===== src/design/sis_pkg.sv =====
package sis_pkg;

    // Timing
    localparam int unsigned CLK_HZ          = 20_000_000;
    localparam int unsigned TRAVEL_MAX_MS   = 200;
    localparam int unsigned TRAVEL_CYCLES   = (CLK_HZ / 1000) * TRAVEL_MAX_MS;
    localparam int unsigned FILT_CYCLES     = 4;
    localparam int unsigned CNT_W           = 24;

    // Register offsets
    localparam logic [3:0] ADDR_CTRL   = 4'h0;
    localparam logic [3:0] ADDR_STATUS = 4'h1;
    localparam logic [3:0] ADDR_IRQ    = 4'h2;
    localparam logic [3:0] ADDR_MASK   = 4'h3;

    // Control fields
    localparam int unsigned CTRL_FAULT_CLR = 0;
    localparam int unsigned CTRL_SW_ENABLE = 1;
    localparam logic [7:0]  CTRL_RESET     = 8'h02;

    // Event bits
    localparam int unsigned EV_SHUT_FAULT = 0;
    localparam int unsigned EV_TEMP_FAULT = 1;
    localparam int unsigned EV_LOOP_OPEN  = 2;
    localparam int unsigned EV_W          = 3;
    localparam logic [EV_W-1:0] MASK_RESET = 3'h0;

    typedef enum logic [3:0] {
        SH_IDLE    = 4'b0001,
        SH_OPEN    = 4'b0010,
        SH_CLOSED  = 4'b0100,
        SH_MOVING  = 4'b1000
    } sis_shut_e;

    typedef struct packed {
        logic system_loop;
        logic shutter_loop;
        logic shutter_req;
        logic sense_open;
        logic sense_closed;
        logic over_temp;
    } sis_pins_s;

    typedef struct packed {
        logic [3:0]  addr;
        logic [7:0]  wdata;
        logic        wr;
        logic        rd;
    } sis_bus_s;

endpackage


===== src/design/sis_sync.sv =====
`timescale 1ns/1ps
module sis_sync
(
    input  wire logic                                 clk_i,  // System clock
    input  wire logic                                 rst_i,  // Sync reset
    input  wire sis_pkg::sis_pins_s                   d_i,    // Raw pins
    output sis_pkg::sis_pins_s                        q_o     // Synchronised pins
);
    typedef struct packed {
        sis_pkg::sis_pins_s meta;
        sis_pkg::sis_pins_s sync;
    } sis_sync_s;

    sis_sync_s st;
    sis_sync_s next_st;

    always_comb
    begin
        next_st.meta = d_i;
        next_st.sync = st.meta;
    end

    always_ff @(posedge clk_i)
    begin
        if (rst_i)
            st <= '0;
        else
            st <= next_st;
    end

    assign q_o = st.sync;
endmodule // sis_sync


===== src/design/sis_supervisor.sv =====
// Decided for this implementation: the register offsets and the address-and-strobe port.
`timescale 1ns/1ps
// Behaviour
// - Modulation allowed only with system loop closed
// - Open system loop stops modulation at once
// - Shutter loop closed means fitted, enables shutter
// - Shutter driven per request input level
// - Closed indication only fitted and sensed closed
// - Latching fault disables shutter, clears closed
// - Separate open and closed position outputs
// - Latch shutter fault when faulty or stuck
// - Latch thermal fault, shuts system down
// - Shutter signals meaningful only when fitted
// - Fault on travel timeout or missing closed
// - Shutter fault shuts whole system down
// - Open indication only fitted, open, no fault
// - Shutter loop never blocks system operation
module sis_supervisor
#(
    parameter int unsigned TRAVEL_CYCLES = sis_pkg::TRAVEL_CYCLES  // Travel timeout
)
(
    input  wire logic          clk_i,           // System clock 20 MHz
    input  wire logic          rst_i,           // Sync reset, active high
    input  wire logic          system_loop_i,   // System interlock closed
    input  wire logic          shutter_loop_i,  // Shutter interlock closed
    input  wire logic          shutter_req_i,   // High requests shutter open
    input  wire logic          sense_open_i,    // Shutter open sensor
    input  wire logic          sense_closed_i,  // Shutter closed sensor
    input  wire logic          over_temp_i,     // Temperature out of range
    input  wire logic          mod_i,           // Modulation request
    input  wire logic [3:0]    addr_i,          // Register address
    input  wire logic [7:0]    wdata_i,         // Write data
    input  wire logic          wr_i,            // Write strobe
    input  wire logic          rd_i,            // Read strobe
    output logic [7:0]         rdata_o,         // Read data, cycle after read
    output logic               mod_o,           // Gated modulation
    output logic               system_ok_o,     // System not shut down
    output logic               shutter_en_o,    // Shutter drive enabled
    output logic               shutter_drive_o, // Drive toward open
    output logic               shut_open_o,     // Shutter open status
    output logic               shut_closed_o,   // Shutter closed status
    output logic               shut_fault_o,    // Shutter latching fault
    output logic               temp_fault_o,    // Over temperature latching fault
    output logic               irq_o            // Interrupt, level
);
    localparam int unsigned W = sis_pkg::CNT_W;
    localparam logic [W-1:0] TRAVEL_LIM = W'(TRAVEL_CYCLES);
    localparam logic [W-1:0] FILT_LIM   = W'(sis_pkg::FILT_CYCLES);

    typedef struct packed {
        sis_pkg::sis_shut_e          shut;
        logic [W-1:0]                cnt;
        logic [W-1:0]                cmis;
        logic                        shut_fault;
        logic                        temp_fault;
        logic [7:0]                  ctrl;
        logic [sis_pkg::EV_W-1:0]    irq_stat;
        logic [sis_pkg::EV_W-1:0]    irq_mask;
        logic [7:0]                  rdata;
        logic                        mod;
        logic                        en;
        logic                        drive;
        logic                        open_st;
        logic                        closed_st;
        logic                        loop_q;
    } sis_state_s;

    sis_pkg::sis_pins_s raw;
    sis_pkg::sis_pins_s pin;
    sis_state_s         st;
    sis_state_s         next_st;

    assign raw = '{system_loop:  system_loop_i,
                   shutter_loop: shutter_loop_i,
                   shutter_req:  shutter_req_i,
                   sense_open:   sense_open_i,
                   sense_closed: sense_closed_i,
                   over_temp:    over_temp_i};

    sis_sync u_sync
    (
        .clk_i (clk_i),
        .rst_i (rst_i),
        .d_i   (raw),
        .q_o   (pin)
    );

    function automatic logic [W-1:0] sat_inc(input logic [W-1:0] v, input logic [W-1:0] lim);
        sat_inc = (v >= lim) ? lim : W'(v + W'(1));
    endfunction

    logic fault_any;
    logic fitted;
    logic wr_ctrl;
    logic [sis_pkg::EV_W-1:0] ev;

    always_comb
    begin
        next_st   = st;
        fitted    = pin.shutter_loop;
        fault_any = st.shut_fault | st.temp_fault;
        wr_ctrl   = wr_i && (addr_i == sis_pkg::ADDR_CTRL);
        ev        = '0;

        // Shutter position tracking and travel supervision
        if (!fitted || fault_any)
        begin
            next_st.shut = sis_pkg::SH_IDLE;
            next_st.cnt  = '0;
            next_st.cmis = '0;
        end
        else
        begin
            case (st.shut)
                sis_pkg::SH_IDLE:
                    next_st.shut = sis_pkg::SH_MOVING;
                sis_pkg::SH_MOVING:
                begin
                    next_st.cnt = sat_inc(st.cnt, TRAVEL_LIM);
                    if (pin.shutter_req && pin.sense_open && !pin.sense_closed)
                        next_st.shut = sis_pkg::SH_OPEN;
                    else if (!pin.shutter_req && pin.sense_closed && !pin.sense_open)
                        next_st.shut = sis_pkg::SH_CLOSED;
                    else if (st.cnt >= TRAVEL_LIM - W'(1))
                        next_st.shut_fault = 1'b1;
                end
                sis_pkg::SH_OPEN:
                    if (!pin.shutter_req || !pin.sense_open)
                    begin
                        next_st.shut = sis_pkg::SH_MOVING;
                        next_st.cnt  = '0;
                    end
                sis_pkg::SH_CLOSED:
                    if (pin.shutter_req || !pin.sense_closed)
                    begin
                        next_st.shut = sis_pkg::SH_MOVING;
                        next_st.cnt  = '0;
                    end
                default:
                    next_st.shut = sis_pkg::SH_IDLE;
            endcase
            // Close requested but closed sensor lost while settled
            if (st.shut == sis_pkg::SH_CLOSED && !pin.sense_closed)
            begin
                next_st.cmis = sat_inc(st.cmis, FILT_LIM);
                if (st.cmis >= FILT_LIM - W'(1))
                    next_st.shut_fault = 1'b1;
            end
            else
                next_st.cmis = '0;
        end

        if (pin.over_temp)
            next_st.temp_fault = 1'b1;

        // Faults cleared only by reset or explicit clear with cause gone
        if (wr_ctrl && wdata_i[sis_pkg::CTRL_FAULT_CLR])
        begin
            if (!pin.over_temp)
                next_st.temp_fault = 1'b0;
            // A fault raised in this same cycle is kept: set wins
            if (st.shut != sis_pkg::SH_MOVING && st.shut_fault)
                next_st.shut_fault = 1'b0;
        end

        // Outputs registered
        next_st.mod       = mod_i && pin.system_loop && !fault_any
                            && st.ctrl[sis_pkg::CTRL_SW_ENABLE];
        next_st.en        = fitted && !fault_any;
        next_st.drive     = fitted && !fault_any && pin.shutter_req;
        next_st.open_st   = fitted && !fault_any && pin.sense_open
                            && !pin.sense_closed;
        next_st.closed_st = fitted && !fault_any && pin.sense_closed
                            && !pin.sense_open;
        next_st.loop_q    = pin.system_loop;

        // Interrupt events: set wins over clear
        ev[sis_pkg::EV_SHUT_FAULT] = next_st.shut_fault & ~st.shut_fault;
        ev[sis_pkg::EV_TEMP_FAULT] = next_st.temp_fault & ~st.temp_fault;
        ev[sis_pkg::EV_LOOP_OPEN]  = st.loop_q & ~pin.system_loop;
        if (wr_i && addr_i == sis_pkg::ADDR_IRQ)
            next_st.irq_stat = st.irq_stat & ~wdata_i[sis_pkg::EV_W-1:0];
        next_st.irq_stat = next_st.irq_stat | ev;

        if (wr_ctrl)
            next_st.ctrl = wdata_i & ~(8'h01 << sis_pkg::CTRL_FAULT_CLR);
        if (wr_i && addr_i == sis_pkg::ADDR_MASK)
            next_st.irq_mask = wdata_i[sis_pkg::EV_W-1:0];

        next_st.rdata = '0;
        if (rd_i)
        begin
            case (addr_i)
                sis_pkg::ADDR_CTRL:   next_st.rdata = st.ctrl;
                sis_pkg::ADDR_STATUS: next_st.rdata = {st.shut, st.temp_fault,
                                                       st.shut_fault, fitted,
                                                       pin.system_loop};
                sis_pkg::ADDR_IRQ:    next_st.rdata = {5'h00, st.irq_stat};
                sis_pkg::ADDR_MASK:   next_st.rdata = {5'h00, st.irq_mask};
                default:              next_st.rdata = 8'h00;
            endcase
        end
    end

    always_ff @(posedge clk_i)
    begin
        if (rst_i)
        begin
            st          <= '0;
            st.shut     <= sis_pkg::SH_IDLE;
            st.ctrl     <= sis_pkg::CTRL_RESET;
            st.irq_mask <= sis_pkg::MASK_RESET;
        end
        else
            st <= next_st;
    end

    assign rdata_o         = st.rdata;
    assign mod_o           = st.mod;
    assign system_ok_o     = !(st.shut_fault | st.temp_fault);
    assign shutter_en_o    = st.en;
    assign shutter_drive_o = st.drive;
    assign shut_open_o     = st.open_st;
    assign shut_closed_o   = st.closed_st;
    assign shut_fault_o    = st.shut_fault;
    assign temp_fault_o    = st.temp_fault;
    assign irq_o           = |(st.irq_stat & st.irq_mask);
endmodule // sis_supervisor


===== config.mk =====
export PLATFORM = sky130hd
export DESIGN_NAME = sis_supervisor
export DESIGN_NICKNAME = d
export VERILOG_FILES = /design/src/design/sis_pkg.sv /design/src/design/sis_sync.sv /design/src/design/sis_supervisor.sv
export SDC_FILE = /design/constraint.sdc
export NUM_CORES = 1
export LEC_CHECK = 0
export ABC_AREA = 1
export BUFFER_PORTS_ARGS = -buffer_cell sky130_fd_sc_hd__buf_2
export CAP_MARGIN = 10
export CORE_MARGIN = 3
export CORE_UTILIZATION = 60
export CTS_BUF_LIST = sky130_fd_sc_hd__clkbuf_4 sky130_fd_sc_hd__clkbuf_8
export DETAILED_ROUTE_END_ITERATION = 8
export GPL_ROUTABILITY_DRIVEN = 0
export PLACE_DENSITY = 0.83
export SLEW_MARGIN = 20
export SYNTH_ARGS = -nofsm -noshare
export SYNTH_HDL_FRONTEND = slang
export SYNTH_SLANG_ARGS = --single-unit

===== constraint.sdc =====
create_clock -name clk_i -period 2.7 [get_ports clk_i]
set_input_delay 0.81 -clock clk_i [delete_from_list [all_inputs] [get_ports clk_i]]
set_output_delay 0.81 -clock clk_i [all_outputs]
set_load 0.01 [all_outputs]

## Word level (Yosys, flattened, before mapping)

Cells that the tools add are included.

| cells by class | value |
|---|---|
| $add $sub $neg | 2 |
| $mul | 0 |
| divide/modulo/power cells | 0 |
| order comparisons | 4 |
| equality and inequality tests | 11 |
| shift operators | 0 |
| mux-type cells | 21 |
| bitwise operators | 13 |
| reduce and logical (&&, ||, !) cells | 36 |

Operators with widths:

| cell | number |
|---|---|
| case mux 24 bit (3 select lines) | 1 |
| two-way mux 28 bit | 2 |
| adder 24 x 1 -> 24 bit, second input constant | 2 |
| >= comparator 24 x 22 -> 1 bit, second input constant | 2 |
| case mux 8 bit (4 select lines) | 1 |
| >= comparator 24 x 2 -> 1 bit, second input constant | 1 |
| >= comparator 24 x 3 -> 1 bit, second input constant | 1 |
| two-way mux 24 bit | 1 |
| logical AND 1 bit | 19 |
| case mux 4 bit (4 select lines) | 1 |
| equality test 4 x 2 -> 1 bit, second input constant | 3 |
| two-way mux 1 bit | 10 |
| equality test 4 x 1 -> 1 bit, second input constant | 2 |
| two-way mux 4 bit | 2 |
| bitwise AND 3 bit | 2 |
| two-way mux 3 bit | 2 |
| AND reduction 3 bit | 2 |
| OR reduction 3 bit | 2 |
| zero test 1 bit | 5 |
| inverter 1 bit | 5 |
| equality test 4 x 3 -> 1 bit, second input constant | 1 |
| equality test 4 bit, second input constant | 1 |
| zero test 4 bit | 1 |
| inequality test 2 bit, second input constant | 2 |
| 11 further kinds | 16 |

| storage, ports and cells | value |
|---|---|
| register bits after elaboration | 93 |
| bits in latches | 0 |
| bits in writable memories | 0 |
| bits in read-only memories | 0 |
| bits of input ports | 23 |
| logic and storage cells | 115 |
| memories | 0 |

## Logic depth before layout (Yosys ltp)

| logic depth | value |
|---|---|
| depth in word-level cells | 13 |
| mapped depth | 14 |
| depth with buffers taken out | 14 |

## Cells and area by module

A second synthesis with hierarchy kept.

| second synthesis, totals | value |
|---|---|
| cells, all modules | 475 |
| area total of the unflattened synthesis | 3856.2 um^2 |

Modules (own cells, without submodules):

| module | times used | cells each | area an instance (um^2) | sequential area each (um^2) |
|---|---|---|---|---|
| sis_supervisor | 1 | 438 | 3514.6 | 1621.6 |
| sis_sync | 1 | 37 | 341.6 | 240.2 |

## Worst setup path after synthesis

Ideal clock, no wire load.

| timing | value |
|---|---|
| path kind | input to register |
| from | in addr_i[3] |
| to | reg st (netlist bit shut_fault_o) |
| library setup time | 0.128 ns |
| arrival time | 1.866 ns |
| setup slack | 0.706 ns |
| stages | 8 |
| buffers on the path | 0 |
| cell sequence | nor2_1 -> inv_1 -> nor3_4 -> nand2_1 -> inv_1 -> nand2_1 -> o211ai_1 -> nor2_1 |

| between the ends | value |
|---|---|
| cells in the longest elaborated chain, start to end | 4 |

RTL lines:

| what | RTL line | source |
|---|---|---|
| start, declared | sis_supervisor.sv:32 | `input wire logic [3:0] addr_i,` |
| zero test 4 bit | sis_supervisor.sv:103 | `wr_ctrl = wr_i && (addr_i == sis_pkg::ADDR_CTRL);` |
| logical AND 1 bit | sis_supervisor.sv:103 |  |
| logical AND 1 bit | sis_supervisor.sv:158 | `if (wr_ctrl && wdata_i[sis_pkg::CTRL_FAULT_CLR])` |
| two-way mux 2 bit | sis_supervisor.sv:158 |  |
| end signal, assigned | sis_supervisor.sv:216 | `st <= next_st;` |
| end, declared | sis_supervisor.sv:71 | `sis_state_s st;` |

Every way passes these cells.
A chain may end at the register's enable or synchronous reset.

## Final worst setup path

Ends and elaborated chain as after synthesis.

==> run_results.csv <==
group,metric,value,unit
timing,setup_viol,0,
clock_network,cts_resized,0,
timing,layout_min_cycle_time,1.98,ns
timing,fin_tns_setup,0,ns
worst_hold_path,min_from,"u_sync.next_st[5]",
power_and_ir_drop,p_clk_share,36.5,%
worst_setup_path,crit_chain,"buf_2 > nor2_1 > inv_1 > nor3_4 > nand2_1 > inv_1 > nand2_1 > o211ai_1 > nor2_1",
synthesis,netlist_area,3840,um2
floorplanning,die_h,86.0,um
worst_hold_path,hold_depth,2,
clock_network,clk_pin_slew,0.09,ns
worst_setup_path,critPathKind,"input pin to flip-flop",
timing,finalClockSkew,0.0102,ns
power_and_ir_drop,combPwrFrac,3.8,%
floorplanning,fp.dieArea,7390,um2
clock_network,htreeDepth,3,
drt,avgRoutedWirePerCell,12.2,um
synthesis,yosys_warnings,0,
worst_setup_path,crit_slowest_cell,"nor3_4",
floorplanning,ios,40,
synthesis,ys_types,49,
floorplanning,start_util,63.3,%
placed_design,placed_area,4120,um2
worst_setup_path,startpoint_type,"input pin",
final_layout,fin_nets,561,
final_layout,layout_common_cells,"dfxtp_1 (93), nand2_1 (92), nor2_1 (61)",
drt,drc,0,
clock_network,clkLatencyLatePin,0.36,ns
grt,grt_start_max_net_pins,28,
synthesis,syn_area_per_cell,8.06,um2
final_layout,nFillCells,482,
grt,grt_pass1_wl,12900,um
drt,final_antenna_net_count,0,
final_layout,instances_no_fill,614,
timing,tightest_slew,0.571,ns
synthesis,synthCells,476,
floorplanning,coreArea,6060,um2
grt,grtUsageTotal,21.6,%
synthesis,synth-seq-area-share,48.5,%
timing,slew-limit-headroom,61.6,%
power_and_ir_drop,vdd_drop_max,441,uV
worst_setup_path,reg2reg_depth,12,
final_layout,antenna_cells,0,
floorplanning,placementRows,28,
worst_setup_path,slowest_delay,0.27,ns
final_layout,layout-drive-gt1-share,19.1,%
worst_setup_path,crit_family,"simple AND/OR/NAND/NOR gates",
floorplanning,die_x,86.0,um
clock_network,cts_root_buf,"clkbuf_8",
drt,via_per_inst,5.00,
worst_setup_path,crit_required,2.95,ns
worst_setup_path,r2r_slack,0.80,ns
timing,max_freq,506,MHz
final_layout,mostFrequentLayoutCell,"dfxtp_1",
timing,period_share,73.2,%
timing,hold_viol_final,0,
placed_design,dp.cells,598,
worst_setup_path,startpoint,"addr_i[3]",
timing,rsz0062_at_grt,"false",
grt,grt_pass1_vias,3045,
placed_design,hpwlAfterDp,5310,um
flow_run,max_cap_viol_count,0,
power_and_ir_drop,switchingPower,562,uW
timing,timing.final.ws_setup,0.724,ns
drt,vias,3072,
clock_network,clock-sinks,93,
worst_setup_path,arrival,2.22,ns
power_and_ir_drop,p_leak,0.00184,uW
clock_network,cts_tree,"yes",
power_and_ir_drop,internal-power,1810,uW
power_and_ir_drop,power_density,552,nW/um2
final_layout,fin_area,4310,um2
worst_hold_path,hold_class,"flip-flop to flip-flop",
final_layout,area_delta_synth_final,12.2,%
clock_network,cts_buffers,9,
clock_network,cts_hold_buffers,0,
clock_network,post_cts_buffers,0,
power_and_ir_drop,seqPwrFrac,59.7,%
worst_setup_path,cp_num_buf_inv,3,
worst_setup_path,critPathMaxFanout,8,
worst_setup_path,crit_path_end_kind,"flip-flop",
timing,slew_violations,0,
worst_setup_path,r2r_start,"st[54]",
outcome,status,"finished, final reports clean",
grt,overflow,0,
power_and_ir_drop,p_sw_share,23.6,%
grt,antenna_found_initial,0,
timing,timing.hold.ws,0.395,ns
placed_design,post-place-ws,0.399,ns
placed_design,io_buffers,39,
synthesis,ys_seq_elements,93,
clock_network,cts_buffer_depth,2,
drt,dr.first_iter.drc_count,170,
drt,routed_wl,7480,um
drt,first_pass_iters,4,
worst_setup_path,path_depth,9,
## layout make-up
class | count | area [um2] | area share [%]
sequential | 93 | 1860 | 43.2
multi-input combinational | 319 | 1680 | 39.1
inverter | 68 | 255 | 5.93
timing repair buffer | 43 | 225 | 5.23
clock buffer | 11 | 145 | 3.37
tap | 75 | 93.8 | 2.18
clock inverter | 5 | 41.3 | 0.959
## worst paths after layout
kind	endpoint
setup reg to reg	st[72]
hold reg to reg	u_sync.q_o[5]
setup / recovery	shut_fault_o
hold / removal	u_sync.q_o[5]
## registers in the layout, indices dropped and copies added, names as in the netlist
signal and cells:
rdata_o 8, shut_closed_o 1, st 66, shutter_drive_o 1, temp_fault_o 1, mod_o 1
u_sync.q_o 6, u_sync.next_st 6, shut_fault_o 1, shutter_en_o 1, shut_open_o 1
## synthesized netlist by cell type, drive strengths merged
cell,n,share of area (%)
a211oi,3,0.98
a21boi,1,0.20
a21o,1,0.20
a21oi,32,4.5
a221oi,2,0.46
a31o,1,0.23
a31oi,1,0.16
a41oi,1,0.23
and3,2,0.33
buf,14,2.8
clkbuf,2,0.20
conb,1,0.098
dfxtp,93,49
ha,4,1.3
inv,68,6.6
nand2,100,11
nand3,27,4.5
nand3b,1,0.52
nand4,5,0.98
nor2,66,7.0
nor3,14,2.7
nor3b,1,0.20
nor4,2,0.72
o211ai,3,0.59
o21ai,15,2.0
o21bai,1,0.20
o221ai,1,0.23
o2bb2ai,2,0.46
o31ai,1,0.20
or2,4,0.72
xor2,7,1.6
## stage by stage
step | total power [uW] | utilization (%)
6_report | 2380 | 71.0
5_1_grt | 2470 | 71.0
3_3_place_gp | 1540 | 68.0
3_5_place_dp | 1540 | 68.0
2_1_floorplan | 1500 | -
4_1_cts | 2390 | 71.0
## worst reg2reg max path, stage by stage, from the launching register on
cell and delay, ns:
dfxtp_1 0.40, ha_1 0.30, nand3_2 0.12, inv_2 0.08, nand2_2 0.06, nor2_2 0.12, nand4_2 0.14, nor3_1 0.17
inv_1 0.07, a21oi_1 0.11, o21ai_0 0.09, nand2_1 0.07, a21oi_1 0.05
## power groups by stage
stage	Sequential [uW]	Clock [uW]	Combinational [uW]
detailed placement	1450	0	88.2
global placement	1450	0	86.0
finish	1420	869	90.5
global route	1420	941	104
CTS	1420	882	89.3
floorplan	1450	0	52.7
## cells by family (layout without fill, tap and decap cells)
kind of cell               Yosys count  count (layout)  share of synthesized area [%]
other                                1              21                         0.0977
buffers and inverters               84             127                           9.62
adders and majority gates            4               4                           1.30
AOI/OAI and AO/OA                   65              65                           10.5
xor gates and xnor gates             7               7                           1.60
and+or+nand+nor                    222             222                           28.4
DFF                                 93              93                           48.5
## routing by layer
layer  GRT usage (%)  up-vias  share of wire, %
li1                -     1595                 -
met1            26.1     1403                46
met2            36.7       65                48
met3            6.53        9               4.7
met4            6.91        0               1.3
met5               0        -                 0
(Power assumes the default switching activity.)
